--- src/hdl/abm_pkg.sv ---
// Shared types and constants of the asynchronous bus cycle master.
package abm_pkg;

   ////////////////////////////////////////////////////////////////////////
   // Cycle kinds and operand sizes.
   typedef enum logic [1:0] {
      ABM_OP_READ  = 2'h0,
      ABM_OP_WRITE = 2'h1,
      ABM_OP_RMW   = 2'h2,
      ABM_OP_IACK  = 2'h3
   } abm_op_t;

   typedef enum logic [1:0] {
      ABM_SZ_BYTE = 2'h0,
      ABM_SZ_WORD = 2'h1,
      ABM_SZ_LONG = 2'h2
   } abm_size_t;

   // Sequencer states, one-hot.
   typedef enum logic [3:0] {
      ST_IDLE = 4'h1,
      ST_RUN  = 4'h2,
      ST_BUS_ERROR_IN = 4'h4,
      ST_MOD  = 4'h8
   } abm_state_t;

   ////////////////////////////////////////////////////////////////////////
   // Request from the core, answer to the core, and the bus pins.
   typedef struct packed {
      abm_op_t     op;
      abm_size_t   size;
      logic [2:0]  fc;
      logic [23:0] addr;
      logic [31:0] wdata;
      logic [2:0]  level;
   } abm_req_t;

   typedef struct packed {
      logic [31:0] rdata;
      logic        err;
   } abm_resp_t;

   typedef struct packed {
      logic [23:1] address;
      logic [2:0]  function_code;
      logic        address_strobe_n;
      logic        upper_byte_strobe_n;
      logic        lower_byte_strobe_n;
      logic        rw;
      logic [15:0] data_out;
      logic        data_oe_n;
   } abm_pins_t;

   ////////////////////////////////////////////////////////////////////////
   // Bus state numbers; one bus state lasts one clock.
   localparam logic [3:0] STEP_ONE = 4'h1;
   localparam logic [3:0] STEP_S0  = 4'h0;
   localparam logic [3:0] STEP_S1  = 4'h1;
   localparam logic [3:0] STEP_S2  = 4'h2;
   localparam logic [3:0] STEP_S3  = 4'h3;
   localparam logic [3:0] STEP_S4  = 4'h4;
   localparam logic [3:0] STEP_S6  = 4'h6;
   localparam logic [3:0] STEP_S7  = 4'h7;
   localparam logic [3:0] STEP_END = 4'h8;
   localparam logic [2:0] CNT_ONE  = 3'h1;
   localparam logic [2:0] BUS_ERROR_IN_S8  = 3'h3;
   localparam logic [2:0] BUS_ERROR_IN_S9  = 3'h4;
   localparam logic [2:0] MOD_LAST = 3'h2;

   // Encodings and fixed values.
   localparam logic [2:0]  FC_CPU_SPACE = 3'h7;
   localparam logic [19:0] IACK_HIGH    = 20'hFFFFF;
   localparam logic [7:0]  TAS_SET      = 8'h80;
   localparam logic [22:0] WORD_STEP    = 23'h000001;

   localparam abm_pins_t PINS_IDLE = '{
      address: 23'h000000, function_code: 3'h0, address_strobe_n: 1'b1,
      upper_byte_strobe_n: 1'b1, lower_byte_strobe_n: 1'b1, rw: 1'b1,
      data_out: 16'h0000, data_oe_n: 1'b1};

endpackage

--- src/hdl/abm_sync.sv ---
// Two-flop synchroniser for the bus termination and data inputs.
`timescale 1ns/1ps
`default_nettype none
module abm_sync #(
   parameter int                 WIDTH     = 1,
   parameter logic [WIDTH-1:0]   RESET_VAL = '0
) (
   // Clock and reset.
   input  wire logic             clock,
   input  wire logic             reset_n,
   // Raw and synchronised levels.
   input  wire logic [WIDTH-1:0] d,
   output var  logic [WIDTH-1:0] q
);
   logic [WIDTH-1:0] meta;

   // The first stage feeds only the second.
   always_ff @(posedge clock) begin
      if (!reset_n) begin
         meta <= RESET_VAL;
         q    <= RESET_VAL;
      end else begin
         meta <= d;
         q    <= meta;
      end
   end
endmodule
`default_nettype wire

--- src/hdl/abm_bus_master.sv ---
// Bus cycle sequencer: read, write, read-modify-write and interrupt acknowledge.
`timescale 1ns/1ps
`default_nettype none
module abm_bus_master import abm_pkg::*; (
   // Clock and reset.
   input  wire logic      clock,
   input  wire logic      reset_n,
   // Cycle request from the core.
   input  wire logic      req_valid,
   input  wire abm_req_t  req,
   output var  logic      req_ready,
   // Cycle answer to the core.
   output var  logic      done,
   output var  abm_resp_t resp,
   // Bus pins.
   output var  abm_pins_t pins,
   input  wire logic [15:0] data_in,
   input  wire logic      transfer_ack_n,
   input  wire logic      bus_error_in_n
);

   ////////////////////////////////////////////////////////////////////////
   // State and next values.
   abm_state_t state, next_state;
   logic [3:0] step, next_step;
   logic [2:0] cnt, next_cnt;
   abm_req_t   cur, next_cur;
   logic       second, next_second;
   logic       rmw_wr, next_rmw_wr;
   abm_pins_t  next_pins;
   abm_resp_t  next_resp;
   logic       next_done;
   logic [17:0] sync_q;
   // Termination and data pins pass two flops before use.
   abm_sync #(
      .WIDTH     (18),
      .RESET_VAL (18'h3FFFF)
   ) u_sync (
      .clock   (clock),
      .reset_n (reset_n),
      .d       ({transfer_ack_n, bus_error_in_n, data_in}),
      .q       (sync_q)
   );

   ////////////////////////////////////////////////////////////////////////
   // Decoding of the current cycle.
   abm_req_t    req_eff;
   logic        ack_s, err_s, is_wr, is_rmw;
   logic        both_sel, uds_sel, lds_sel, long_first, hold_as;
   logic [7:0]  byte_in, wbyte;
   logic [15:0] din, rd16, wword;
   logic [31:0] rd_merge;
   logic [22:0] next_word_addr;

   assign ack_s = ~sync_q[17];
   assign err_s = ~sync_q[16];
   assign din   = sync_q[15:0];
   // An acknowledge cycle carries all-ones function code and level address.
   assign req_eff = (req.op == ABM_OP_IACK) ?
      abm_req_t'{op: req.op, size: req.size, fc: FC_CPU_SPACE,
        addr: {IACK_HIGH, req.level, 1'b0}, wdata: req.wdata,
        level: req.level} : req;

   assign is_wr      = (cur.op == ABM_OP_WRITE) || rmw_wr;
   assign is_rmw     = (cur.op == ABM_OP_RMW);
   assign both_sel   = (cur.size != ABM_SZ_BYTE) || (cur.op == ABM_OP_IACK);
   assign uds_sel    = both_sel || !cur.addr[0];
   assign lds_sel    = both_sel || cur.addr[0];
   assign long_first = (cur.size == ABM_SZ_LONG) && !second;
   // The read part of read-modify-write keeps the address strobe unless it failed.
   assign hold_as    = is_rmw && !rmw_wr && !resp.err;
   // Read data alignment: bytes land in the low byte.
   assign byte_in  = cur.addr[0] ? din[7:0] : din[15:8];
   assign rd16     = (cur.op == ABM_OP_IACK) ? {8'h00, din[7:0]} :
                     (cur.size == ABM_SZ_BYTE) ? {8'h00, byte_in} : din;
   assign rd_merge = long_first ? {rd16, 16'h0000} :
                     second ? {resp.rdata[31:16], rd16} : {16'h0000, rd16};
   // Write data: the modify step sets the top bit of the byte that was read.
   assign wbyte = rmw_wr ? (resp.rdata[7:0] | TAS_SET) : cur.wdata[7:0];
   assign wword = (cur.size == ABM_SZ_BYTE) ? {wbyte, wbyte} :
                  long_first ? cur.wdata[31:16] : cur.wdata[15:0];
   assign next_word_addr = cur.addr[23:1] + WORD_STEP;

   ////////////////////////////////////////////////////////////////////////
   // Sequencer: each bus state lasts one clock.
   always_comb begin
      next_state  = state;
      next_step   = step;
      next_cnt    = cnt;
      next_cur    = cur;
      next_second = second;
      next_rmw_wr = rmw_wr;
      next_pins   = pins;
      next_resp   = resp;
      next_done   = 1'b0;
      case (state)
         ST_IDLE: begin
            if (req_valid && req_ready) begin
               next_cur                = req_eff;
               next_second             = 1'b0;
               next_rmw_wr             = 1'b0;
               next_step               = STEP_S0;
               next_state              = ST_RUN;
               next_resp               = '0;
               next_pins.address       = req_eff.addr[23:1];
               next_pins.function_code = req_eff.fc;
               next_pins.rw            = 1'b1;
            end
         end
         ST_RUN: begin
            next_step = step + STEP_ONE;
            case (step)
               STEP_S1: begin
                  next_pins.address_strobe_n = 1'b0;
                  if (is_wr) begin
                     next_pins.rw = 1'b0;
                  end else begin
                     next_pins.upper_byte_strobe_n = !uds_sel;
                     next_pins.lower_byte_strobe_n = !lds_sel;
                  end
               end
               STEP_S2: begin
                  if (is_wr) begin
                     next_pins.data_oe_n = 1'b0;
                     next_pins.data_out  = wword;
                  end
               end
               STEP_S3: begin
                  if (is_wr) begin
                     next_pins.upper_byte_strobe_n = !uds_sel;
                     next_pins.lower_byte_strobe_n = !lds_sel;
                  end
               end
               STEP_S4: begin
                  if (ack_s) begin
                     next_resp.err = err_s;
                  end else if (err_s) begin
                     next_state = ST_BUS_ERROR_IN;
                     next_cnt   = 3'h0;
                     next_step  = step;
                  end else begin
                     next_step = step;
                  end
               end
               STEP_S6: begin
                  next_pins.upper_byte_strobe_n = 1'b1;
                  next_pins.lower_byte_strobe_n = 1'b1;
                  if (!hold_as) begin
                     next_pins.address_strobe_n = 1'b1;
                  end
                  if (!is_wr) begin
                     next_resp.rdata = rd_merge;
                  end
               end
               STEP_S7: begin
                  if (is_wr) begin
                     next_pins.data_oe_n = 1'b1;
                     next_pins.rw        = 1'b1;
                  end
               end
               STEP_END: begin
                  if (hold_as) begin
                     next_state = ST_MOD;
                     next_cnt   = 3'h0;
                  end else if (long_first && !resp.err) begin
                     next_second       = 1'b1;
                     next_step         = STEP_S0;
                     next_pins.address = next_word_addr;
                     next_pins.rw      = 1'b1;
                  end else begin
                     next_state = ST_IDLE;
                     next_done  = 1'b1;
                  end
               end
               default: ;
            endcase
         end
         ST_BUS_ERROR_IN: begin
            next_cnt = cnt + CNT_ONE;
            if (cnt == BUS_ERROR_IN_S8) begin
               next_pins.address_strobe_n    = 1'b1;
               next_pins.upper_byte_strobe_n = 1'b1;
               next_pins.lower_byte_strobe_n = 1'b1;
            end else if (cnt == BUS_ERROR_IN_S9) begin
               next_pins.data_oe_n = 1'b1;
               next_pins.rw        = 1'b1;
               next_resp.err       = 1'b1;
               next_state          = ST_IDLE;
               next_done           = 1'b1;
            end
         end
         ST_MOD: begin
            next_cnt = cnt + CNT_ONE;
            if (cnt == MOD_LAST) begin
               next_state  = ST_RUN;
               next_step   = STEP_S0;
               next_rmw_wr = 1'b1;
            end
         end
         default: begin
            next_state = ST_IDLE;
         end
      endcase
   end

   ////////////////////////////////////////////////////////////////////////
   // State registers; every output is a flop.
   always_ff @(posedge clock) begin
      if (!reset_n) begin
         state     <= ST_IDLE;
         step      <= STEP_S0;
         cnt       <= 3'h0;
         cur       <= '0;
         second    <= 1'b0;
         rmw_wr    <= 1'b0;
         pins      <= PINS_IDLE;
         resp      <= '0;
         done      <= 1'b0;
         req_ready <= 1'b1;
      end else begin
         state     <= next_state;
         step      <= next_step;
         cnt       <= next_cnt;
         cur       <= next_cur;
         second    <= next_second;
         rmw_wr    <= next_rmw_wr;
         pins      <= next_pins;
         resp      <= next_resp;
         done      <= next_done;
         req_ready <= (next_state == ST_IDLE);
      end
   end

   ////////////////////////////////////////////////////////////////////////
   // Checks on the sequence.
   property p_word_strobes;
      @(posedge clock) disable iff (!reset_n)
      (state == ST_RUN && both_sel && step == STEP_S4)
         |-> (!pins.upper_byte_strobe_n && !pins.lower_byte_strobe_n);
   endproperty
   a_word_strobes: assert property (p_word_strobes)
      else $error("word cycle lacks both byte strobes");
   property p_byte_select;
      @(posedge clock) disable iff (!reset_n)
      (state == ST_RUN && !both_sel && step == STEP_S4)
         |-> (pins.upper_byte_strobe_n == cur.addr[0]
              && pins.lower_byte_strobe_n == !cur.addr[0]);
   endproperty
   a_byte_select: assert property (p_byte_select)
      else $error("byte strobe does not follow low address bit");
   property p_read_s2;
      @(posedge clock) disable iff (!reset_n)
      (state == ST_RUN && step == STEP_S1 && !is_wr)
         |=> (!pins.address_strobe_n && pins.rw && step == STEP_S2
              && (!pins.upper_byte_strobe_n || !pins.lower_byte_strobe_n));
   endproperty
   a_read_s2: assert property (p_read_s2)
      else $error("read strobes not asserted at S2");
   property p_wait;
      @(posedge clock) disable iff (!reset_n)
      (state == ST_RUN && step == STEP_S4 && !ack_s && !err_s)
         |=> (state == ST_RUN && step == STEP_S4);
   endproperty
   a_wait: assert property (p_wait)
      else $error("left S4 without a termination");
   property p_bus_error_in_hold;
      @(posedge clock) disable iff (!reset_n)
      (state == ST_RUN && step == STEP_S4 && err_s && !ack_s)
         |=> (!pins.address_strobe_n)[*4] ##1 pins.address_strobe_n ##1 done;
   endproperty
   a_bus_error_in_hold: assert property (p_bus_error_in_hold)
      else $error("bus error path timing wrong");
   property p_write_late;
      @(posedge clock) disable iff (!reset_n)
      (state == ST_RUN && is_wr && step == STEP_S2)
         |-> (!pins.rw && pins.upper_byte_strobe_n && pins.lower_byte_strobe_n)
             ##1 !pins.data_oe_n ##1 (!pins.upper_byte_strobe_n || !pins.lower_byte_strobe_n);
   endproperty
   a_write_late: assert property (p_write_late)
      else $error("write direction, data or strobes out of order");
   property p_write_end;
      @(posedge clock) disable iff (!reset_n)
      (state == ST_RUN && is_wr && step == STEP_S7)
         |-> (pins.upper_byte_strobe_n && pins.lower_byte_strobe_n)
             ##1 (pins.data_oe_n && pins.rw);
   endproperty
   a_write_end: assert property (p_write_end)
      else $error("write did not release the bus after S7");
   property p_rmw_hold;
      @(posedge clock) disable iff (!reset_n)
      (state == ST_MOD) |-> (!pins.address_strobe_n && pins.rw
                             && pins.upper_byte_strobe_n && pins.data_oe_n);
   endproperty
   a_rmw_hold: assert property (p_rmw_hold)
      else $error("bus changed during modify states");
   property p_iack;
      @(posedge clock) disable iff (!reset_n)
      (cur.op == ABM_OP_IACK && !pins.address_strobe_n)
         |-> (pins.function_code == FC_CPU_SPACE
              && pins.address == {IACK_HIGH, cur.level});
   endproperty
   a_iack: assert property (p_iack)
      else $error("acknowledge cycle code or address wrong");
   property p_idle;
      @(posedge clock) disable iff (!reset_n)
      (state == ST_IDLE) |-> (pins.address_strobe_n && pins.rw && pins.data_oe_n
                              && pins.upper_byte_strobe_n && pins.lower_byte_strobe_n);
   endproperty
   a_idle: assert property (p_idle)
      else $error("bus not quiet while idle");
endmodule
`default_nettype wire

--- config.mk ---
export PLATFORM = sky130hd
export DESIGN_NAME = abm_bus_master
export DESIGN_NICKNAME = d
export VERILOG_FILES = /design/src/hdl/abm_pkg.sv /design/src/hdl/abm_sync.sv /design/src/hdl/abm_bus_master.sv
export SDC_FILE = /design/constraint.sdc
export NUM_CORES = 1
export LEC_CHECK = 0
export BUFFER_PORTS_ARGS = -buffer_cell sky130_fd_sc_hd__buf_2
export CAP_MARGIN = 40
export CORE_MARGIN = 4
export CORE_UTILIZATION = 37
export CTS_CLUSTER_DIAMETER = 30
export DETAILED_ROUTE_END_ITERATION = 16
export MAX_ROUTING_LAYER = met4
export REMOVE_ABC_BUFFERS = 1
export SYNTH_ARGS = -nofsm -noshare
export SYNTH_HDL_FRONTEND = slang
export SYNTH_SLANG_ARGS = --single-unit
--- constraint.sdc ---
create_clock -name clock -period 2.6 [get_ports clock]
set_input_delay 0.39 -clock clock [delete_from_list [all_inputs] [get_ports clock]]
set_output_delay 0.39 -clock clock [all_outputs]
set_load 0.01 [all_outputs]
==> results of run 1 <==
flip-flops by register name, summed over array words and instances, names as in the netlist:
| register | cells |
|---|---|
| req_ready | 1 |
| u_sync.q | 18 |
| cnt | 3 |
| step | 4 |
| resp | 33 |
| state | 4 |
| cur | 60 |
| second | 1 |
| pins | 47 |
| done | 1 |
| rmw_wr | 1 |
| u_sync.meta | 18 |
final timing paths:
kind / start / end
worst min register to register: u_sync.meta[11]$_SDFF_PN1_ / u_sync.q[11]$_SDFF_PN1_
worst max-delay path: cur[36]$_SDFFE_PN0P_ / pins[44]$_SDFFE_PN0P_
worst min-delay path: bus_error_in_n / u_sync.meta[16]$_SDFF_PN1_
worst max register to register: cur[36]$_SDFFE_PN0P_ / pins[44]$_SDFFE_PN0P_
critical path: stages, from the launching register on:
cell	delay, ns
sky130_fd_sc_hd__dfxtp_1	0.43
sky130_fd_sc_hd__ha_1	0.27
sky130_fd_sc_hd__nand4_1	0.21
sky130_fd_sc_hd__or3_1	0.53
sky130_fd_sc_hd__or2_2	0.34
sky130_fd_sc_hd__or3_1	0.30
sky130_fd_sc_hd__a31oi_1	0.15
logic make-up (layout without fill, tap and decap cells):
| logic type | count (synthesis) | in the layout | share of synthesized area (%) |
|---|---|---|---|
| AO/OA/AOI/OAI | 249 | 249 | 21.1 |
| XOR/XNOR | 17 | 17 | 1.77 |
| adder cells (fa/ha/maj) | 9 | 9 | 1.34 |
| buffers and inverters | 83 | 242 | 4.04 |
| flip-flops | 191 | 191 | 45.6 |
| multiplexers | 19 | 19 | 2.27 |
| AND/OR/NAND/NOR | 400 | 400 | 24.0 |
metal layers:
metal | share of wire (%) | wire (um) | global-route usage, % | vias up
li1 | - | - | - | 3698
met2 | 46 | 10600 | 28.4 | 191
met1 | 47 | 10800 | 25.1 | 3355
met5 | 0 | 0 | - | -
met4 | 1.8 | 405 | 5.20 | 0
met3 | 5.0 | 1140 | 3.64 | 26
power by group through the flow:
stage               registers (mW)  clock network, mW  logic [mW]
finish                        3.40               2.59        1.40
global route                  3.44               2.78        1.56
detailed placement            3.46                  0        1.41
floorplan                     3.47                  0       0.813
global placement              3.46                  0        1.40
CTS                           3.40               2.66        1.42
cells in the final DEF, fill, tap and decap left out, types with 3 or more instances in the layout:
cell                        Yosys  final
sky130_fd_sc_hd__a221oi_1       9      9
sky130_fd_sc_hd__a21oi_1       42     42
sky130_fd_sc_hd__nand3b_1       6      6
sky130_fd_sc_hd__mux2i_1       19     19
sky130_fd_sc_hd__o21ai_0       47     47
sky130_fd_sc_hd__or3_1         20     20
sky130_fd_sc_hd__a31oi_1        8      8
sky130_fd_sc_hd__buf_2         18    167
sky130_fd_sc_hd__dfxtp_1      191    191
sky130_fd_sc_hd__o21a_1         6      6
sky130_fd_sc_hd__or2_2          3      3
sky130_fd_sc_hd__buf_4          1     30
sky130_fd_sc_hd__nand2b_1      41     41
sky130_fd_sc_hd__nor4_1         7      7
sky130_fd_sc_hd__nor4b_1        5      5
sky130_fd_sc_hd__o211a_1       29     29
sky130_fd_sc_hd__o221ai_1       5      5
sky130_fd_sc_hd__nand2_1      152    151
sky130_fd_sc_hd__a21boi_0      54     54
sky130_fd_sc_hd__inv_6          0      6
sky130_fd_sc_hd__nor2_1        64     63
sky130_fd_sc_hd__ha_1           9      9
sky130_fd_sc_hd__clkbuf_16      0     17
sky130_fd_sc_hd__xnor2_1        4      4
sky130_fd_sc_hd__a22oi_1       10     10
sky130_fd_sc_hd__nor3_1        18     18
sky130_fd_sc_hd__nand3_1       25     25
sky130_fd_sc_hd__a222oi_1       7      7
sky130_fd_sc_hd__xor2_1        13     13
sky130_fd_sc_hd__a21boi_1      10     10
sky130_fd_sc_hd__nor3b_1       11     10
sky130_fd_sc_hd__and2_1         8      8
sky130_fd_sc_hd__and3_1         8      8
sky130_fd_sc_hd__inv_1         11     11
sky130_fd_sc_hd__nand4_1        5      5
sky130_fd_sc_hd__nor2b_1       13     13
metrics by stage:
stage               instances  total power, mW  hold WS (ns)
floorplan                 896             4.28         0.386
CTS                      1407             7.47         0.118
finish                   1407             7.39         0.129
global placement         1375             4.86         0.391
global route             1407             7.78         0.122
detailed placement       1375             4.87         0.393
final cells by class:
| class | instances | area, sq um |
|---|---|---|
| timing repair buffer | 199 | 1100 |
| tap | 280 | 350 |
| clock buffer | 18 | 429 |
| fill | 2183 | 11900 |
| multi-input combinational | 694 | 4250 |
| sequential | 191 | 3820 |
| inverter | 11 | 41.3 |
| clock inverter | 14 | 148 |
==> flow_results.org, run 1 <==
** Global route
- The total overflow left after global routing is 0.
- Largest net degree at the start of global routing :: 133
- Initial antenna violation count :: 0
- The first global-routing pass estimated 36000 um of wire.
- Global-route usage over all layers :: 18.6%
- The number of global-route vias before repair is 6827.

** Placement
- Final GP Congestion :: 0.836
- Detailed placement ended at an HPWL of 16100 um.
- Count of buffers from port buffering :: ~170
- Pre-CTS WS :: about 0.32 ns
- In this run the cell area measured after placement is 9570 sq um.

** Timing
- For the final routed database, the setup TNS stands at 0 ns.
- Number of hold violations in the final report :: 0
- Setup slack of the critical path after layout :: 0.304 ns
- The number of max-slew violations in the final report is 0.
- Setup repair after global routing left no endpoint under its margin.
- Setup Skew :: 0.0105 ns
- For the finished layout, the period the worst path requires is 2.30 ns.
- Final period util :: 88.3%
- Max_slew headroom :: a little over half
- For this run, the top clock speed supported by timing is 0.436 GHz.
- Worst-margin pin slew :: 0.694 ns
- Final setup vio count :: 0

** Drt
- Drt first pass iters :: 5
- # DRC :: 0
- Number of routed nets with antenna violations :: 0
- Average routed wire per standard cell :: between 15 and 20 um
- After the first detailed-routing iteration, the DRC count stood at 481.
- Across all layers, the routed design uses 7270 vias.
- Dividing the detail-routed via count by the number of cells gives 5.17.
- Wires add up to 23000 um.

** Logic synthesis
- Synth top area cells :: sky130_fd_sc_hd__dfxtp_1, sky130_fd_sc_hd__nand2_1, sky130_fd_sc_hd__a21boi_0
- For this run, the register share of the synthesized area comes to ~46%.
- Synthesis inferred ~190 register bits.
- The commonest cells after synthesis are sky130_fd_sc_hd__dfxtp_1, sky130_fd_sc_hd__nand2_1, sky130_fd_sc_hd__nor2_1.
- Yosys warnings :: 0
- Number of instances in the synthesized netlist :: 968
- Biggest area consumer among synthesized cells :: sky130_fd_sc_hd__dfxtp_1
- A synthesized cell averages 8.67 sq um.
- After synthesis, the largest area contributor takes up 45.6% of total cell area.
- Synth cell types :: 66
- Post-synthesis cell area :: 8390 sq um
- Yosys mapped a number of flops with a built-in enable equal to 0.
- Leading register cell type out of synthesis :: sky130_fd_sc_hd__dfxtp_1
- Among all cell types in the netlist, the one instantiated most often is sky130_fd_sc_hd__dfxtp_1.
- After synthesis, the share of flip-flops with an asynchronous set or reset is 0%.

** Finish
- Once layout is complete, the utilization of the core stands at 45.9%.
- Cells with a size suffix above 1 make up 21.8% of the layout.
- Total inserted antenna cells :: 0
- P&R area growth vs syn :: 20.9%
- The final layout contains 1210 nets.
- Layout Cell Area excl Fill :: 10100 sq um

** Floorplanning
- The initialized floorplan defines 54 standard-cell rows.
- The die is 159 um tall.
- 169 I/O pins were placed.
- The die covers 25200 sq um.
- Floorplan core area :: roughly 22000 sq um
- From left edge to right edge, the die measures 159 um.
- Starting density of the core :: between 30% and 40%

** Flow run
- The tool flagged a number of max-cap violations equal to 0.

** CTS
- Htree depth :: 4
- The tree is rooted in a sky130_fd_sc_hd__clkbuf_16.
- For the worst-skew pair, the clock arrives at the later sink with an insertion delay of 0.44 ns.
- TritonCTS built the clock tree.
- Setup Buffers After CTS :: 0
- Clock tree synthesis inserted a total of 17 buffers.
- Total clock sinks :: 191
- Maximum count of clock buffers along a single path :: 2
- Number of instances resized during post-cts repair :: 0
- Clock transition at the register clock pins on the worst setup and hold paths after CTS :: 0.08 ns
- Number of hold buffers added after cts :: 0

** Worst setup path
- Type of the worst setup path :: reg2reg
- Startpoint types :: register
- Measured in cells, the most critical reg-to-reg path has a length of 6.
- Critical-path maximum fanout :: 6
- Across all register-to-register paths, the minimum setup slack is ~0.30 ns.
- Data arrival time of the critical path :: 2.66 ns
- Data required time of the worst path :: approximately 3.0 ns
- STA classifies the critical path endpoint as a register.

** Min path
- Along the worst hold path, the cell count comes to 2.
- The worst hold path belongs to the class in2reg.

** Power and ir drop
- In this run, the clock network consumes between 30% and 40% of the power.
- Net switching is 30.9% of the power.
- Power share of the combinational group :: 19.0%
- For this design the static power due to leakage is about 4.4 nW.
- Pwr/cell area :: around 730 nW/um^2
- Sequential group share of total power :: 46.0%
- Peak supply drop :: 0.000409 V
- Internal power :: 5.11 mW
- The analysis attributes to net switching a power of 2.28 mW.

** Status
- Result of the run :: finished, final reports clean
(Power assumes the default switching activity.)
==> inputs of run 2 (changes only) <==
--- a/config.mk
+++ b/config.mk
@@ -12,6 +12,7 @@
 export CTS_CLUSTER_DIAMETER = 30
 export DETAILED_ROUTE_END_ITERATION = 16
 export MAX_ROUTING_LAYER = met4
+export RECOVER_POWER = 50
 export REMOVE_ABC_BUFFERS = 1
 export SYNTH_ARGS = -nofsm -noshare
 export SYNTH_HDL_FRONTEND = slang
==> flow_results.org, run 2 (synthesized netlist as in run 1, its figures left out) <==
** CTS
- Setup Buffers After CTS :: 0
- The later pin in the worst-skew pair is clocked with a latency of approximately 0.44 ns.
- After clock tree synthesis, the clock-pin slew on the worst setup and hold paths is 0.08 ns.
- Number of instances resized during post-cts repair :: 0
- Number of hold buffers added after cts :: 0
- TritonCTS built the clock tree.
- In this run, CTS created clock tree buffers numbering 17.
- CTS built an H-tree with a depth of 4.
- Cell at the root of the clock tree :: sky130_fd_sc_hd__clkbuf_16
- The clock passes through at most 2 buffers.
- For this design, the sink count on the clock tree is approximately 190.

** Finish
- Leading cell types in the layout, fill and taps excluded :: sky130_fd_sc_hd__dfxtp_1, sky130_fd_sc_hd__nand2_1, sky130_fd_sc_hd__clkbuf_1
- In the final layout, the registers with the most flip-flops are cur x60, pins x47, resp x33.
- Commonest non-fill, non-tap cell in the layout :: sky130_fd_sc_hd__dfxtp_1
- Count of non-filler cells in the finished layout :: 1407
- Largest register by flop count :: cur
- Fraction of layout instances using a drive strength above 1 :: 14.2%
- In the final design database the tool counted 1210 nets.
- The number of antenna diodes in the final layout is 0.
- Final core area utilization :: 45.3%
- P&R area growth vs syn :: 19.3%
- The layout has ~2.2k filler cells.
- Layout Cell Area excl Fill :: about 10000 sq um
- The register with the most flip-flops in the layout has 60 of them.

** Floorplanning
- Overall die width :: roughly 160 um
- The floorplan step set the die height to around 160 um.
- 169 I/O pins were placed.
- Full die area :: 25200 sq um
- After floorplanning, the core was divided into 54 placement rows.
- In this run the standard cell core region covers 22100 sq um.
- The initial utilization of the core area, before any placement, comes to 38.0%.

** Drt
- The routed design has 23000 um of wire.
- Routed wl met3 :: approximately 1200 um
- After detailed routing, the average wire length per cell comes to 16.4 um.
- Detailed routing placed a total of 10600 um of wire on met2.
- The routed layout has around 7.3k vias.
- The first detailed-routing pass took 5 iterations.
- Detail-routed via count per cell :: 5.19
- In the final routing, the length of wire on met1 measures about 11000 um.
- Initial drt markers :: 440
- After detailed routing, the number of remaining DRC violations is 0.
- The highest layer touched by signal routing is met4.
- Number of routed nets with antenna violations :: 0

** Timing
- Unrepaired setup endpoints after global routing :: no
- At the pin with the least slew margin, the transition time is 2.00 ns.
- The clock arrives with 0.0106 ns of skew.
- Counting I/O delays and the setup requirement, the final critical path takes 2.39 ns.
- Maximum frequency from static timing analysis :: 0.419 GHz
- Number of hold violations in the final report :: 0
- The number of max-slew violations in the final report came to 55.
- Setup violations remaining at the end of the flow were counted as 0.
- Max_slew headroom :: -33.2%
- Hold slack final :: 0.128 ns
- Of the available clock period, the critical path in the final layout requires 91.9%.
- Once routing completed, OpenROAD measured the worst setup slack at 0.211 ns.
- Setup TNS :: 0 ns

** Global route
- Global routing used 18.6% of the available tracks.
- Initial antenna violation count :: 0
- The number of global-route vias before repair came to 6827.
- Entering global routing, the biggest net connects 133 pins.
- After global routing the overflow that remains totals 0.
- The first global-routing pass estimated approximately 36000 um of wire.

** Worst setup path
- Counting both buffers and inverters, the worst setup path holds a total of 2.
- The slowest stage of the critical path belongs to the cell sky130_fd_sc_hd__clkbuf_2.
- The worst setup path is captured at a register.
- Category of cells accounting for the largest share of critical-path delay :: simple AND/OR/NAND/NOR gates
- Critical-path maximum fanout :: 43
- At the worst endpoint, the arrival time is 2.72 ns.
- Traced cell by cell, the critical path runs through clkbuf_1 -> or4b_4 -> nor2_4 -> clkbuf_2 -> nand2_1 -> and3_1.
- The setup path with the least slack is of type reg2reg.
- At the worst endpoint, the required time is 2.94 ns.
- Peak per-stage delay on the critical path :: 0.68 ns
- Startpoint types :: register

** Power and ir drop
- PnR Total Power :: between 7 and 8 mW
- The analysis attributes to cell leakage a power of 4.01 nW.
- Peak supply drop :: 0.000410 V
- In this run the power density over the cells is 736 nW/um^2.

** Placement
- The number of placed instances, taps included, is roughly 1.4k.
- Timing analysis after detailed placement gives a worst setup slack of 0.320 ns.
- HPWL Detailed :: 16100 um
- Count of buffers from port buffering :: roughly 170
- Post-place instance area :: 9570 sq um
- Routability-driven placement finished with a final weighted congestion of 0.836.

** Status
- Result of the run :: finished with violations
- The final reports fail on capacitance limit, slew limit.

** Flow run
- The tool flagged a number of max-cap violations equal to 1.

** Min path
- The tightest min-delay check is of the in2reg type.
[run 2: changes by cell type in the layout (fill, tap and decap cells not counted), sizes merged]
| cell | delta |
|---|---|
| buf | -87 |
| clkbuf | +87 |
[run 2: path summary, 6_finish.rpt]
check                                   from                         end  slack, ns  cells past startpoint
hold reg to reg   u_sync.meta[11]$_SDFF_PN1_     u_sync.q[11]$_SDFF_PN1_       0.40                      1
hold / removal                transfer_ack_n  u_sync.meta[17]$_SDFF_PN1_       0.13                      2
setup reg to reg         state[3]$_SDFF_PN0_        cur[48]$_SDFFE_PN0P_       0.21                      6
setup / recovery         state[3]$_SDFF_PN0_        cur[48]$_SDFFE_PN0P_       0.21                      6
[run 2: worst register-to-register path, stage by stage (launching register included)]
cell	delay (ns)
sky130_fd_sc_hd__dfxtp_1	0.37
sky130_fd_sc_hd__clkbuf_1	0.20
sky130_fd_sc_hd__or4b_4	0.58
sky130_fd_sc_hd__nor2_4	0.11
sky130_fd_sc_hd__clkbuf_2	0.68
sky130_fd_sc_hd__nand2_1	0.14
sky130_fd_sc_hd__and3_1	0.21
[run 2: power breakdown]
group	total, mW	leakage (nW)	internal [mW]	switching, mW
sequential	3.40	1.56	3.20	0.206
combinational	1.38	2.17	0.530	0.846
clock	2.59	0.277	1.36	1.23
total	7.37	4.01	5.08	2.29
[run 2: cell type report]
type	count	area [sq um]	area share, %
multi-input combinational	694	4250	42.4
tap	280	350	3.50
clock buffer	18	429	4.29
timing repair buffer	199	972	9.71
inverter	11	41.3	0.412
clock inverter	14	148	1.47
sequential	191	3820	38.2
[run 2: routing by layer]
layer | track usage (%) | up-vias
met5 | - | -
met4 | 5.20 | 0
met3 | 3.64 | 27
met2 | 28.4 | 178
met1 | 25.1 | 3403
li1 | - | 3697
==> inputs of run 3 (changes only) <==
--- a/config.mk
+++ b/config.mk
@@ -6,12 +6,12 @@
 export NUM_CORES = 1
 export LEC_CHECK = 0
 export BUFFER_PORTS_ARGS = -buffer_cell sky130_fd_sc_hd__buf_2
-export CAP_MARGIN = 40
 export CORE_MARGIN = 4
 export CORE_UTILIZATION = 37
 export CTS_CLUSTER_DIAMETER = 30
 export DETAILED_ROUTE_END_ITERATION = 16
 export MAX_ROUTING_LAYER = met4
+export PLACE_DENSITY_LB_ADDON = 0.3
 export RECOVER_POWER = 50
 export REMOVE_ABC_BUFFERS = 1
 export SYNTH_ARGS = -nofsm -noshare
==> constraint.sdc (replaced) <==
create_clock -name clock -period 2.6 [get_ports clock]
set_input_delay 0.52 -clock clock [delete_from_list [all_inputs] [get_ports clock]]
set_output_delay 0.52 -clock clock [all_outputs]
set_load 0.01 [all_outputs]
==> flow_results.org, run 3 (synthesized netlist as in run 1, its figures left out) <==
** Floorplanning
- Floorplan core area :: 22100 sq um
- The initial utilization of the core area, before any placement, comes to around 38%.
- In this run the count of I/O pins placed on the die edge is about 170.
- The die covers 25200 sq um.
- Row generation in the floorplan step produced 54 rows.
- DIE HEIGHT :: 159 um
- The floorplan step set the die width to 159 um.

** Timing
- Derived from the worst setup path, the maximum achievable clock frequency is 0.406 GHz.
- Crit path time final :: 2.46 ns
- Unrepaired setup endpoints after global routing :: no
- Max_slew headroom :: 2.43%
- Setup violations remaining at the end of the flow were counted as 0.
- For the pin with the worst max-slew slack, the measured transition is between 1 and 1.5 ns.
- Setup Skew :: roughly 0.015 ns
- The number of max-slew violations in the final report came to 0.
- Once routing completed, OpenROAD measured the worst setup slack at 0.140 ns.
- The final number of hold-violating endpoints was 0.
- The worst path uses 94.6% of the clock period.

** Finish
- Number of flip-flops in the largest register :: 60
- Final core area utilization :: 45.5%
- Footprint of the multi-input gates :: between 4000 and 5000 sq um
- After the last flow step, the layout net total stands at about 1.2k.
- Across the whole layout, storage elements account for 3820 sq um.
- Count of non-filler cells in the finished layout :: around 1.4k
- Counting flops per register, the top entry is cur.
- Leading cell types in the layout, fill and taps excluded :: sky130_fd_sc_hd__dfxtp_1, sky130_fd_sc_hd__nand2_1, sky130_fd_sc_hd__buf_2
- Cells with a size suffix above 1 make up 14.3% of the layout.
- Layout Cell Area excl Fill :: 10000 sq um
- Leaving out fill and tap cells, the most frequent cell in the layout is sky130_fd_sc_hd__dfxtp_1.
- Relative to the synthesized area, the layout overhead comes to 19.7%.
- After filler insertion, the fill cell instance count of the layout stands at around 2.2k.
- The largest registers in the layout are cur x60, pins x47, resp x33.

** Global route
- The number of global-route vias before repair was between 6k and 7k.
- Global routing finished with a remaining overflow of 0.
- In the global route stage, overall resource usage came out at 18.5%.
- The number of antenna violations at the first check in global routing came to 1.
- First-pass GRT wire length :: between 30000 and 40000 um
- Largest net degree at the start of global routing :: 149

** CTS
- The later pin in the worst-skew pair is clocked with a latency of 0.44 ns.
- The clock drives 191 sinks.
- For this design, the CTS-stage hold fixing added 0 buffers.
- Clock transition at the register clock pins on the worst setup and hold paths after CTS :: 0.07 ns
- Htree depth :: 4
- The number of setup buffers added after CTS is 0.
- The tree is rooted in a sky130_fd_sc_hd__clkbuf_16.
- The longest clock path from root to sink contains 2 buffers.
- TritonCTS created 17 clock buffers.
- TritonCTS clock tree :: yes
- In this run, post-CTS repair resized a total of 0 instances.

** Worst setup path
- Peak per-stage delay on the critical path :: 0.65 ns
- Depth of the most critical reg-to-reg path :: 6
- Critical-path maximum fanout :: 38
- Together, buffers and inverters on the worst path number 2.
- Crit Reg-Reg Startpoint :: state[3]$_SDFF_PN0_
- Worst setup path start :: state[3]$_SDFF_PN0_
- The signal on the critical path passes through clkbuf_2 -> or4b_1 -> nor2_4 -> clkbuf_2 -> nand2_1 -> a21boi_0.
- Startpoint types :: register
- Worst reg-to-reg setup slack :: 0.14 ns
- In this design, the critical path's most frequently occurring cell is sky130_fd_sc_hd__clkbuf_2.
- STA classifies the critical path endpoint as a register.
- Data required time of the worst path :: between 2 and 3 ns
- Type of the worst setup path :: reg2reg
- Category of cells accounting for the largest share of critical-path delay :: simple AND/OR/NAND/NOR gates
- FF-to-FF End :: cur[62]$_SDFFE_PN0P_
- STA puts the critical path data arrival time at 2.81 ns.
- The largest individual stage delay along the critical path comes from the cell sky130_fd_sc_hd__or4b_1.

** Placement
- The HPWL after detailed placement is approximately 16000 um.
- Final GP Congestion :: between 0.8 and 0.9
- Once placement completed, the tool counted placed cells totaling 1375.
- Prior to clock tree synthesis, the placed netlist has a worst setup slack of 0.272 ns.
- Post-place instance area :: 9590 sq um
- Buffers placed on the I/O ports in this run total 168.

** Drt
- Initial drt markers :: 552
- Average routed wire per standard cell :: between 15 and 20 um
- Via count :: 7367
- Number of routed nets with antenna violations :: 0
- # DRC :: 0
- Aggregate routed wire length :: 22900 um
- For this run, the detailed router's first-pass iteration total came to 7.
- Dividing the detail-routed via count by the number of cells gives 5.23.

** Power and ir drop
- For this design the ratio of total power to cell area is 738 nW/um^2.
- Summed over all cells, the static leakage comes to 4.03 nW.
- Peak supply drop :: between 0.0003 and 0.0004 V

** Flow run
- Max-cap viol count :: 0

** Min path
- Hold wc startpoint :: data_in[10]
- Hold EP :: u_sync.meta[10]$_SDFF_PN1_
- The worst hold path passes through 2 cells.
- Hold crit path type :: in2reg

** Status
- Result of the run :: finished, final reports clean
[run 3: changes by cell type in the layout (fill, tap and decap cells not counted), moves of 2 or more]
cell	before	now
sky130_fd_sc_hd__clkbuf_2	1	3
sky130_fd_sc_hd__diode_2	0	2
sky130_fd_sc_hd__buf_4	26	21
sky130_fd_sc_hd__buf_12	1	3
[run 3: worst max path at each step]
| stage | slack, ns | to | cells after the start |
|---|---|---|---|
| 6_report | 0.14 | cur[62]$_SDFFE_PN0P_ | 6 |
| 5_1_grt | 0.03 | cur[62]$_SDFFE_PN0P_ | 6 |
| 4_1_cts | 0.25 | pins[44]$_SDFFE_PN0P_ | 6 |
| 3_5_place_dp | 0.27 | pins[44]$_SDFFE_PN0P_ | 6 |
| 3_3_place_gp | 0.36 | pins[44]$_SDFFE_PN0P_ | 6 |
| 2_1_floorplan | -1.31 | rmw_wr$_SDFFE_PN0P_ | 4 |
[run 3: metal layers]
metal	track usage, %	part of all wire [%]	vias up
li1	-	-	3691
met1	24.3	46	3441
met2	28.6	46	208
met4	5.65	2.0	0
met5	-	0	-
met3	4.05	5.9	27
[run 3: per-stage QoR]
stage	hold WS, ns	TNS, ns	power [mW]
after global routing	0.258	0	7.78
after global placement	0.391	0	4.87
after CTS	0.249	0	7.51
final	0.263	0	7.42
after detailed placement	0.391	0	4.89
after floorplan	0.386	-83.63	4.28
[run 3: power breakdown]
group	leakage, nW	total, mW	internal, mW	switching, mW
clock	0.289	2.62	1.38	1.24
combinational	2.18	1.39	0.538	0.856
sequential	1.56	3.40	3.20	0.202
total	4.03	7.42	5.12	2.30
[run 3: layout make-up]
cell class | instances | share of cell area, %
sequential | 191 | 38.1
inverter | 11 | 0.411
clock buffer | 18 | 4.37
tap | 280 | 3.49
clock inverter | 14 | 1.47
multi-input combinational | 694 | 42.3
antenna | 2 | 0.0498
timing repair buffer | 199 | 9.85
[run 3: worst reg2reg max path: cells and delay by family, from the launching register on]
kind | cells | cell delay, ns
AND/OR/NAND/NOR | 3 | 1.02
buffers and inverters | 2 | 0.84
flip-flops | 1 | 0.31
AO/OA/AOI/OAI | 1 | 0.21
